===== src/verilog/atr_pkg.sv =====
package atr_pkg;

  // register bus
  localparam int unsigned ADDR_W = 8;
  localparam int unsigned DATA_W = 8;

  localparam logic [ADDR_W-1:0] ADDR_MODE_TWO   = 8'h9B;
  localparam logic [ADDR_W-1:0] ADDR_RESULT_LOW = 8'h9C;
  localparam logic [ADDR_W-1:0] ADDR_CONTROL    = 8'hA0;
  localparam logic [ADDR_W-1:0] ADDR_STATUS     = 8'hA1;
  localparam logic [ADDR_W-1:0] ADDR_MASK       = 8'hA2;

  // converter_mode_two fields
  localparam int unsigned MODE_HW_TRIGGER_BIT = 7;
  localparam int unsigned MODE_TSEL_LSB       = 4;
  localparam int unsigned TSEL_W              = 3;
  localparam int unsigned MODE_HALVING_BIT    = 3;
  localparam int unsigned MODE_ALIGN_BIT      = 2;
  localparam int unsigned MODE_DIV_LSB        = 0;
  localparam int unsigned DIV_W               = 2;
  localparam logic [DATA_W-1:0] MODE_TWO_RESET = 8'h01;

  // control register fields
  localparam int unsigned CTRL_POWERDOWN_BIT = 0;
  localparam int unsigned CTRL_START_BIT     = 1;
  localparam logic CTRL_POWERDOWN_RESET      = 1'b1;

  // status and mask fields
  localparam int unsigned STAT_DONE_BIT    = 0;
  localparam int unsigned STAT_OVERRUN_BIT = 1;
  localparam int unsigned STAT_W           = 2;
  localparam logic [STAT_W-1:0] STAT_RESET = 2'h0;

  // conversion
  localparam int unsigned RESULT_W     = 12;
  localparam int unsigned NUM_TRIG     = 8;
  localparam int unsigned CONV_CYCLES  = 60;
  localparam int unsigned CONV_CNT_W   = 6;
  localparam int unsigned PRESCALE_W   = 4;
  localparam int unsigned LOW_NIBBLE_W = 4;

  // trigger source encodings
  localparam logic [TSEL_W-1:0] TSEL_EXT_INT0   = 3'h0;
  localparam logic [TSEL_W-1:0] TSEL_EXT_INT1   = 3'h1;
  localparam logic [TSEL_W-1:0] TSEL_PIN_CHANGE = 3'h2;
  localparam logic [TSEL_W-1:0] TSEL_TIMER0     = 3'h3;
  localparam logic [TSEL_W-1:0] TSEL_TIMER4     = 3'h7;

endpackage : atr_pkg


===== src/verilog/atr_adc_control.sv =====
`timescale 1ns/1ns
// Function
// - Left-justified: result bits 3:0 appear in low byte bits 7:4.
// - Right-justified: result bits 7:0 fill the whole low byte.
// - Low result byte is read-only; writes leave the result unchanged.
// - Mode bit 7 enables hardware trigger; zero ignores trigger events.
// - Trigger select: int0, int1, pin change 7, then timers 0 to 4.
// - Converter clock is system clock, or half clock divided further when halving set.
// - Align bit 0 left-justifies, 1 right-justifies across high and low bytes.
// - High byte holds bits 11:4 left-justified, bits 11:8 right-justified.
// - A conversion lasts sixty converter clock cycles.
// - Mode register and high result share one address; read depends on powerdown.
// - Hardware events start conversions regardless of interrupt enable.
module atr_adc_control (
  // clock and reset
  input  wire logic                          core_clk_in,
  input  wire logic                          reset_in,
  // register bus
  input  wire logic [atr_pkg::ADDR_W-1:0]    reg_addr_in,
  input  wire logic [atr_pkg::DATA_W-1:0]    reg_wdata_in,
  input  wire logic                          reg_write_in,
  input  wire logic                          reg_read_in,
  output logic      [atr_pkg::DATA_W-1:0]    reg_rdata_out,
  // trigger events, one-cycle pulses from on-chip logic
  input  wire logic [atr_pkg::NUM_TRIG-1:0]  trigger_events_in,
  // analog converter side
  input  wire logic [atr_pkg::RESULT_W-1:0]  sample_value_in,
  output logic                               converter_clock_out,
  output logic                               converter_busy_out,
  output logic                               converter_powerdown_out,
  // interrupt
  output logic                               irq_out
);
  import atr_pkg::*;

  typedef struct packed {
    logic [DATA_W-1:0]     mode_two;
    logic                  powerdown;
    logic                  busy;
    logic [CONV_CNT_W-1:0] cycle_count;
    logic [RESULT_W-1:0]   result;
    logic [STAT_W-1:0]     status;
    logic [STAT_W-1:0]     mask;
    logic [DATA_W-1:0]     rdata;
  } atr_state_t;

  atr_state_t state_reg;
  atr_state_t state_next;

  logic                       tick;
  logic                       hw_trigger_enable;
  logic [TSEL_W-1:0]          trigger_source_select;
  logic                       clock_halving_select;
  logic                       align_right;
  logic [DIV_W-1:0]           converter_clock_divider;
  logic                       selected_event;
  logic                       sw_start;
  logic                       start_request;
  logic                       conv_last;
  logic [DATA_W-1:0]          result_high_byte;
  logic [DATA_W-1:0]          result_low_byte;
  logic [DATA_W-1:0]          read_value;
  logic [STAT_W-1:0]          status_set;

  //////////////////////////////////////////////////////////////////////////////
  // field views

  assign hw_trigger_enable       = state_reg.mode_two[MODE_HW_TRIGGER_BIT];
  assign trigger_source_select   = state_reg.mode_two[MODE_TSEL_LSB +: TSEL_W];
  assign clock_halving_select    = state_reg.mode_two[MODE_HALVING_BIT];
  assign align_right             = state_reg.mode_two[MODE_ALIGN_BIT];
  assign converter_clock_divider = state_reg.mode_two[MODE_DIV_LSB +: DIV_W];

  //////////////////////////////////////////////////////////////////////////////
  // converter clock

  atr_clock_divider u_divider (
    .core_clk_in                (core_clk_in),
    .reset_in                   (reset_in),
    .enable_in                  (!state_reg.powerdown),
    .clock_halving_select_in    (clock_halving_select),
    .converter_clock_divider_in (converter_clock_divider),
    .converter_clock_out        (tick)
  );

  //////////////////////////////////////////////////////////////////////////////
  // result formatting

  always_comb begin
    if (align_right) begin
      result_high_byte = {{(DATA_W-LOW_NIBBLE_W){1'b0}},
                          state_reg.result[RESULT_W-1 -: LOW_NIBBLE_W]};
      result_low_byte  = state_reg.result[DATA_W-1:0];
    end else begin
      result_high_byte = state_reg.result[RESULT_W-1 -: DATA_W];
      result_low_byte  = {state_reg.result[LOW_NIBBLE_W-1:0],
                          {(DATA_W-LOW_NIBBLE_W){1'b0}}};
    end
  end

  //////////////////////////////////////////////////////////////////////////////
  // start logic

  // trigger source decode; events are indexed by their select code
  // events are raw pulses, independent of any interrupt enable
  assign selected_event = trigger_events_in[trigger_source_select];
  assign sw_start       = reg_write_in && (reg_addr_in == ADDR_CONTROL)
                          && reg_wdata_in[CTRL_START_BIT];
  // hardware start behaves as a software start
  assign start_request  = !state_reg.powerdown &&
                          (sw_start || (hw_trigger_enable && selected_event));
  assign conv_last      = state_reg.busy && tick &&
                          (state_reg.cycle_count == CONV_CNT_W'(CONV_CYCLES - 1));

  //////////////////////////////////////////////////////////////////////////////
  // read mux

  always_comb begin
    read_value = '0;
    if (reg_addr_in == ADDR_MODE_TWO) begin
      read_value = state_reg.powerdown ? state_reg.mode_two : result_high_byte;
    end else if (reg_addr_in == ADDR_RESULT_LOW) begin
      read_value = result_low_byte;
    end else if (reg_addr_in == ADDR_CONTROL) begin
      read_value[CTRL_POWERDOWN_BIT] = state_reg.powerdown;
      read_value[CTRL_START_BIT]     = state_reg.busy;
    end else if (reg_addr_in == ADDR_STATUS) begin
      read_value[STAT_W-1:0] = state_reg.status;
    end else if (reg_addr_in == ADDR_MASK) begin
      read_value[STAT_W-1:0] = state_reg.mask;
    end
  end

  //////////////////////////////////////////////////////////////////////////////
  // next state

  always_comb begin
    state_next       = state_reg;
    status_set       = '0;
    state_next.rdata = reg_read_in ? read_value : '0;

    if (reg_write_in) begin
      // writes to the shared address always land in the mode register, never the result
      if (reg_addr_in == ADDR_MODE_TWO) begin
        state_next.mode_two = reg_wdata_in;
      end else if (reg_addr_in == ADDR_CONTROL) begin
        state_next.powerdown = reg_wdata_in[CTRL_POWERDOWN_BIT];
      end else if (reg_addr_in == ADDR_MASK) begin
        state_next.mask = reg_wdata_in[STAT_W-1:0];
      end
      // no write path to the low result byte
    end

    if (state_reg.busy) begin
      if (start_request) begin
        status_set[STAT_OVERRUN_BIT] = 1'b1;
      end
      if (conv_last) begin
        state_next.busy        = 1'b0;
        state_next.cycle_count = '0;
        state_next.result      = sample_value_in;
        status_set[STAT_DONE_BIT] = 1'b1;
      end else if (tick) begin
        state_next.cycle_count = state_reg.cycle_count + 1'b1;
      end
    end else if (start_request) begin
      // start; later triggers only set the overrun flag until done
      state_next.busy        = 1'b1;
      state_next.cycle_count = '0;
    end

    // powering down aborts a conversion without touching the result
    if (state_next.powerdown) begin
      state_next.busy        = 1'b0;
      state_next.cycle_count = '0;
    end

    // read clears status; a new event in the same cycle still wins
    if (reg_read_in && reg_addr_in == ADDR_STATUS) begin
      state_next.status = status_set;
    end else begin
      state_next.status = state_reg.status | status_set;
    end
  end

  always_ff @(posedge core_clk_in or posedge reset_in) begin
    if (reset_in) begin
      state_reg.mode_two    <= MODE_TWO_RESET;
      state_reg.powerdown   <= CTRL_POWERDOWN_RESET;
      state_reg.busy        <= 1'b0;
      state_reg.cycle_count <= '0;
      state_reg.result      <= '0;
      state_reg.status      <= STAT_RESET;
      state_reg.mask        <= STAT_RESET;
      state_reg.rdata       <= '0;
    end else begin
      state_reg <= state_next;
    end
  end

  assign reg_rdata_out           = state_reg.rdata;
  assign converter_clock_out     = tick;
  assign converter_busy_out      = state_reg.busy;
  assign converter_powerdown_out = state_reg.powerdown;
  assign irq_out                 = |(state_reg.status & state_reg.mask);
endmodule // atr_adc_control


===== src/verilog/atr_clock_divider.sv =====
`timescale 1ns/1ns
module atr_clock_divider (
  // clock and reset
  input  wire logic                       core_clk_in,
  input  wire logic                       reset_in,
  // configuration
  input  wire logic                       enable_in,
  input  wire logic                       clock_halving_select_in,
  input  wire logic [atr_pkg::DIV_W-1:0]  converter_clock_divider_in,
  // converter clock tick
  output logic                            converter_clock_out
);
  import atr_pkg::*;

  typedef struct packed {
    logic [PRESCALE_W-1:0] count;
  } atr_div_state_t;

  atr_div_state_t state_reg;
  atr_div_state_t state_next;
  logic [PRESCALE_W-1:0] last_count;

  // halved clock further divided by two to the power of the divider field
  always_comb begin
    last_count = clock_halving_select_in ?
                 PRESCALE_W'((2 << converter_clock_divider_in) - 1) : '0;
    state_next = state_reg;
    if (!enable_in || state_reg.count >= last_count) begin
      state_next.count = '0;
    end else begin
      state_next.count = state_reg.count + 1'b1;
    end
  end

  always_ff @(posedge core_clk_in or posedge reset_in) begin
    if (reset_in) begin
      state_reg <= '0;
    end else begin
      state_reg <= state_next;
    end
  end

  // source select
  // full rate ticks at once, even while a count left from halving drains
  assign converter_clock_out = enable_in && (!clock_halving_select_in || state_reg.count == '0);

endmodule // atr_clock_divider


===== config.mk =====
export PLATFORM = sky130hd
export DESIGN_NAME = atr_adc_control
export DESIGN_NICKNAME = d
export VERILOG_FILES = /design/src/verilog/atr_pkg.sv /design/src/verilog/atr_adc_control.sv /design/src/verilog/atr_clock_divider.sv
export SDC_FILE = /design/constraint.sdc
export NUM_CORES = 1
export LEC_CHECK = 0
export ABC_AREA = 1
export BUFFER_PORTS_ARGS = -buffer_cell sky130_fd_sc_hd__buf_2
export CAP_MARGIN = 15
export CORE_MARGIN = 1
export CORE_UTILIZATION = 55
export CTS_CLUSTER_SIZE = 8
export DETAILED_ROUTE_END_ITERATION = 12
export PLACE_DENSITY = 0.8
export SLEW_MARGIN = 10
export SYNTH_ARGS = -nofsm -noshare
export SYNTH_HDL_FRONTEND = slang
export SYNTH_SLANG_ARGS = --single-unit

===== constraint.sdc =====
create_clock -name core_clk_in -period 2.2 [get_ports core_clk_in]
set_input_delay 0.22 -clock core_clk_in [delete_from_list [all_inputs] [get_ports core_clk_in]]
set_output_delay 0.22 -clock core_clk_in [all_outputs]
set_load 0.02 [all_outputs]

# Word-level counts from Yosys, hierarchy flattened
# Cells that the tools add are included.
# word_totals
mem_count	0
inputBits	40
latch_bits	0
out_inout_bits	12
rom_bits	0
ff_bits	44
ramBits	0
# op_classes
n_div	0
shift	1
eq_ne	7
addsub	3
bitwise	4
order_cmp	2
reduce_logical	20
mux	27
multipliers	0
# ops
operator	n
$eq 8x8->1 const B	5
$mux 8	5
$mux 7	3
$mux 6	3
$mux 2	6
$logic_and 1x1->1	8
$mux 4	2
$mux 1	7
$add 6x1->6 const B	1
$eq 6x6->1 const B	1
$reduce_and 2->1	3
$add 4x1->4 const B	1
$ge 4x4->1	1
$logic_not 4->1	1
$lt 3x4->1 const B	1
$ne 4x1->1 const B	1
$reduce_and 4->1	1
$shl 2x2->4 const A	1
$sub 4x2->4 const B	1
$bmux 1 s3	1
$logic_or 1x1->1	3
$reduce_bool 3->1	1
$and 2x2->2	1
$logic_not 1->1	2
3 further kinds	4

# Longest topological paths before layout
# depth
depth_word	9
ltp_mapped	13
mapped_depth_nobuf	13

# Modules after synthesis
# A second synthesis with hierarchy kept.
# unflattened
cells_unflattened	327
area_unflattened_um2	2560.0
# modules_own_cells
module	instances	area_per_inst_um2	cells_each
atr_adc_control	1	2247.2	288
atr_clock_divider	1	312.8	39

# Least setup slack after synthesis
# OpenSTA, ideal clock, no wires.
# synth_timing
path_kind	reg2reg
startpoint	register u_divider.state_reg[0] (netlist name)
endpoint	register state_reg[20] (netlist name)
arrival_ns	1.598
slack_ns	0.483
stages_incl_launch_ff	11
n_path_buf	2
cell_sequence	dfrtp_1 > inv_1 > ha_1 > nand2_1 > a21oi_2 > and2_4 > buf_12 > nand2_4 > buf_6 > nor2_2 > a21oi_2
# synth_between
elab_chain_cells	6
# synth_rtl
element	line	text
start: declaration	atr_clock_divider.sv:19	atr_div_state_t state_reg;
start signal: assignment	atr_clock_divider.sv:39	state_reg <= state_next;
$logic_not 4->1	atr_clock_divider.sv:45	assign converter_clock_out = enable_in && (!clock_halving_select_in || state_reg.count == '0);
$logic_or 1x1->1	atr_clock_divider.sv:45	
$logic_and 1x1->1	atr_clock_divider.sv:45	
via converter_clock_out	atr_adc_control.sv:28	output logic converter_clock_out,
$logic_and 1x1->1 (2 in series)	atr_adc_control.sv:112	assign conv_last = state_reg.busy && tick &&
$reduce_and 2->1 (no source line)	n/a	
end signal: assignment	atr_adc_control.sv:197	state_reg <= state_next;
end: declaration	atr_adc_control.sv:47	atr_state_t state_reg;
# The timed path passes the listed nets, and every way through them passes these cells.
# A chain may end at the register's enable or synchronous reset.

# Worst setup path in the final report
# layout_timing
startpoint	register u_divider.state_reg[0] (netlist name)
endpoint	register state_reg[28] (netlist name)
# layout_between
elab_chain_cells	8
elab_cells_between_ends	10
# layout_rtl
element	line	text
$logic_not 4->1 (*)	atr_clock_divider.sv:45	
$logic_or 1x1->1 (*)	atr_clock_divider.sv:45	
$logic_and 1x1->1 (*)	atr_clock_divider.sv:45	
$logic_and 1x1->1 (2 in series)	atr_adc_control.sv:112	
$mux 6	atr_adc_control.sv:158	if (conv_last) begin
$mux 7	atr_adc_control.sv:154	if (state_reg.busy) begin
$mux 7	atr_adc_control.sv:173	if (state_next.powerdown) begin
# Every way passes the cells marked *; elsewhere a longest branch is shown, timed or not.

==> summary.txt <==
Run status
  – Status: finished with violations
  – Failing checks: design-rule violations

Clock network
  – Postcts setup bufs: 0
  – CTS Hold Buffers Added: 0
  – Inserted Clock Buffers: 5
  – CTS sink cnt: 44
  – CTS resizes: 0
  – H-tree levels: 2
  – TritonCTS clock tree: done
  – Clk slew on worst S/H paths: about 0.09 ns
  – Clock latency on the worst-skew pair: roughly 0.3 ns
  – CTS root buffer: clkbuf_8
  – Maximum buffer depth of the clock tree: 2

Routing
  – Drt pass-1 iters: 9
  – First DRT Iteration DRCs: ~190
  – Via count: 2305
  – Total wire length: roughly 5600 µm
  – Routed Antenna Nets: 0
  – Routed vias/inst: around 5.4
  – Routed len/inst: approximately 13 µm
  – Drc violations: 5

Global route
  – Largest net degree at the start of global routing: 45
  – GRT Total Usage: a little under a quarter
  – Global-route wire length before repair: roughly 9400 µm
  – GR Overflow Total: 0
  – Antenna violations before repair: 0
  – Vias in the first global route: 2152

Synth
  – Post-Syn Area: roughly 2600 µm²
  – Library cells used by synthesis: 42
  – FF+latch count, synth: 44
  – Post-Syn Nets: 374
  – YS warnings: 0
  – Synth area leaders: dfrtp_1 (40%), nand2_1 (9.3%), inv_1 (6.0%)
  – Ys async rst share: 100%
  – Mapped Cells: between 300 and 400
  – Top_reg_cell synth: dfrtp_1
  – Synth area leader: dfrtp_1
  – Top cell type's share of synthesized area: 40.1%
  – Post-synth EDFFs: 0
  – Sequential fraction of the synthesis area: ~42%
  – Avg Inst Size Synth: about 8 µm²

Final layout
  – Max FFs per register: 25
  – Fill cell count: approximately 360
  – Fin nets: 419
  – Diode count: 0
  – Share of cells above drive strength 1: 27.1%
  – Commonest cells after routing, fill and taps aside: nand2_1 (65), buf_2 (51), inv_1 (42), dfrtp_1 (42), nor2_1 (36)
  – Leading cell type in the layout, fill and taps excluded: nand2_1
  – Synthesis-to-layout area growth: 14.1%

Setup path
  – CP startpoint kind: flop
  – CP Class: flop to flop
  – Max stage delay on crit path: around 0.41 ns
  – Most used cell, CP: nand2_1
  – WP data required: ~2.4 ns
  – Register-to-register setup slack: 0.34 ns
  – Cells on worst reg2reg path: 10
  – Endpoint class of the critical path: flop
  – Critical-path cell list: inv_1 -> ha_1 -> nand2_1 -> a21oi_2 -> and2_4 -> nand2_4 -> nand2_2 -> nor2_1 -> nand2_1 -> nand2_1
  – Crit-path slowest cell: dfrtp_1
  – Reg2reg start: u_divider.state_reg[0]
  – CP max FO: 22
  – Data arrival time of the critical path: between 2 and 2.5 ns
  – Origin of the worst setup path: u_divider.state_reg[0]

Power and ir drop
  – Leakage power: roughly 1.5 nW
  – Cell Pwr Density: ~620 nW/µm²
  – Max IR drop VDD: 448 µV

Placed design
  – Placer's final routability congestion estimate: slightly below 0.9
  – Dpl hpwl: 4120 µm
  – Port bufs: 51
  – DP Worst Slack: around 0.37 ns

Timing
  – Worst-margin pin slew: 0.549 ns
  – Fin. Hold Viols: 0
  – Fin Setup TNS: 0 ns
  – Crit share post-route: 84.4%
  – Setup WS post-layout: 0.343 ns
  – Max Slew Vio Count: 0
  – Final setup fails: 0
  – Minimum clock period: around 1.9 ns
  – Max Fclk: 0.539 GHz
  – Slew HR: 63.4%
  – Clock Skew: 0.00846 ns
  – Unrepaired setup endpoints after global routing: false

Min path
  – Hold Crit Class: input pin to async pin

Floorplan
  – Initial Util: 58.6%
  – IO Pins: 52
  – DIE WIDTH: ~71 µm
  – Core Area: 4470 µm²
  – Die Ht: between 70 and 80 µm
  – Full die area: approximately 5000 µm²
  – Row count: 24

Job
  – Max-Cap Viols: 0
logic make-up after synthesis:
logic type / share of synthesized area [%]
DFF: 42.1
and+or+nand+nor: 28.8
xor gates and xnor gates: 1.00
buffers and inverters: 11.1
AOI/OAI and AO/OA: 12.8
muxes: 0.859
adders and majority gates: 3.34
synthesized netlist by cell type, types with 5 or more instances:
master,n
nand3_1,27
buf_4,8
nor2_1,36
dfrtp_1,42
nand2_2,5
ha_1,7
a21oi_2,9
a21oi_1,14
nand2_1,65
o21ai_0,19
nor2_2,7
inv_1,42
where the power goes:
group,total (W),switching (W),internal [W]
logic,0.000167,0.000103,0.0000637
registers,0.000852,0.0000207,0.000831
clock network,0.000849,0.000281,0.000568
cell type report:
cell class / instances / area [µm²] / share of cell area (%)
Timing Repair Buffer: 52 / 263 / 8.78
Clock inverter: 3 / 90.1 / 3.01
Clock buffer: 5 / 68.8 / 2.30
Inverter: 46 / 175 / 5.86
Tap cell: 52 / 65.1 / 2.17
Sequential cell: 44 / 1100 / 36.9
Multi-Input combinational cell: 223 / 1230 / 41.0
critical path: cells and delay by family, from the launching register on:
kind / cells / cell delay, ns
buffers and inverters: 1 / 0.09
adders and majority gates: 1 / 0.14
AOI/OAI and AO/OA: 1 / 0.18
DFF: 1 / 0.41
and+or+nand+nor: 7 / 0.93
path summary, 6_finish.rpt:
path,end
worst max-delay path,state_reg[28]
worst min-delay path,state_reg[24]
worst max register to register,state_reg[28]
worst min register to register,u_divider.state_reg[0]
max in group asynchronous,state_reg[38]
min in group core_clk_in,clock_halving_select
metrics by stage:
step	cells	hold WS, ns	util [%]	instance area, µm²	power, W
2_1_floorplan	327	0.337	-	2620	0.000959
3_5_place_dp	417	0.390	63.3	2830	0.00103
3_3_place_gp	417	0.383	63.3	2830	0.00103
5_1_grt	425	0.0920	66.9	2990	0.00192
6_report	425	0.0341	66.9	2990	0.00187
4_1_cts	425	0.0675	66.9	2990	0.00187
layer usage:
layer / global-route usage (%) / up-vias / wire, µm
met2: 40.3 / 97 / 2790
met5: 0 / - / 0
met3: 3.70 / 13 / 309
met4: 9.56 / 0 / 114
li1: - / 1131 / -
met1: 30.7 / 1064 / 2410
No activity file was read; power rests on OpenSTA's default activity.
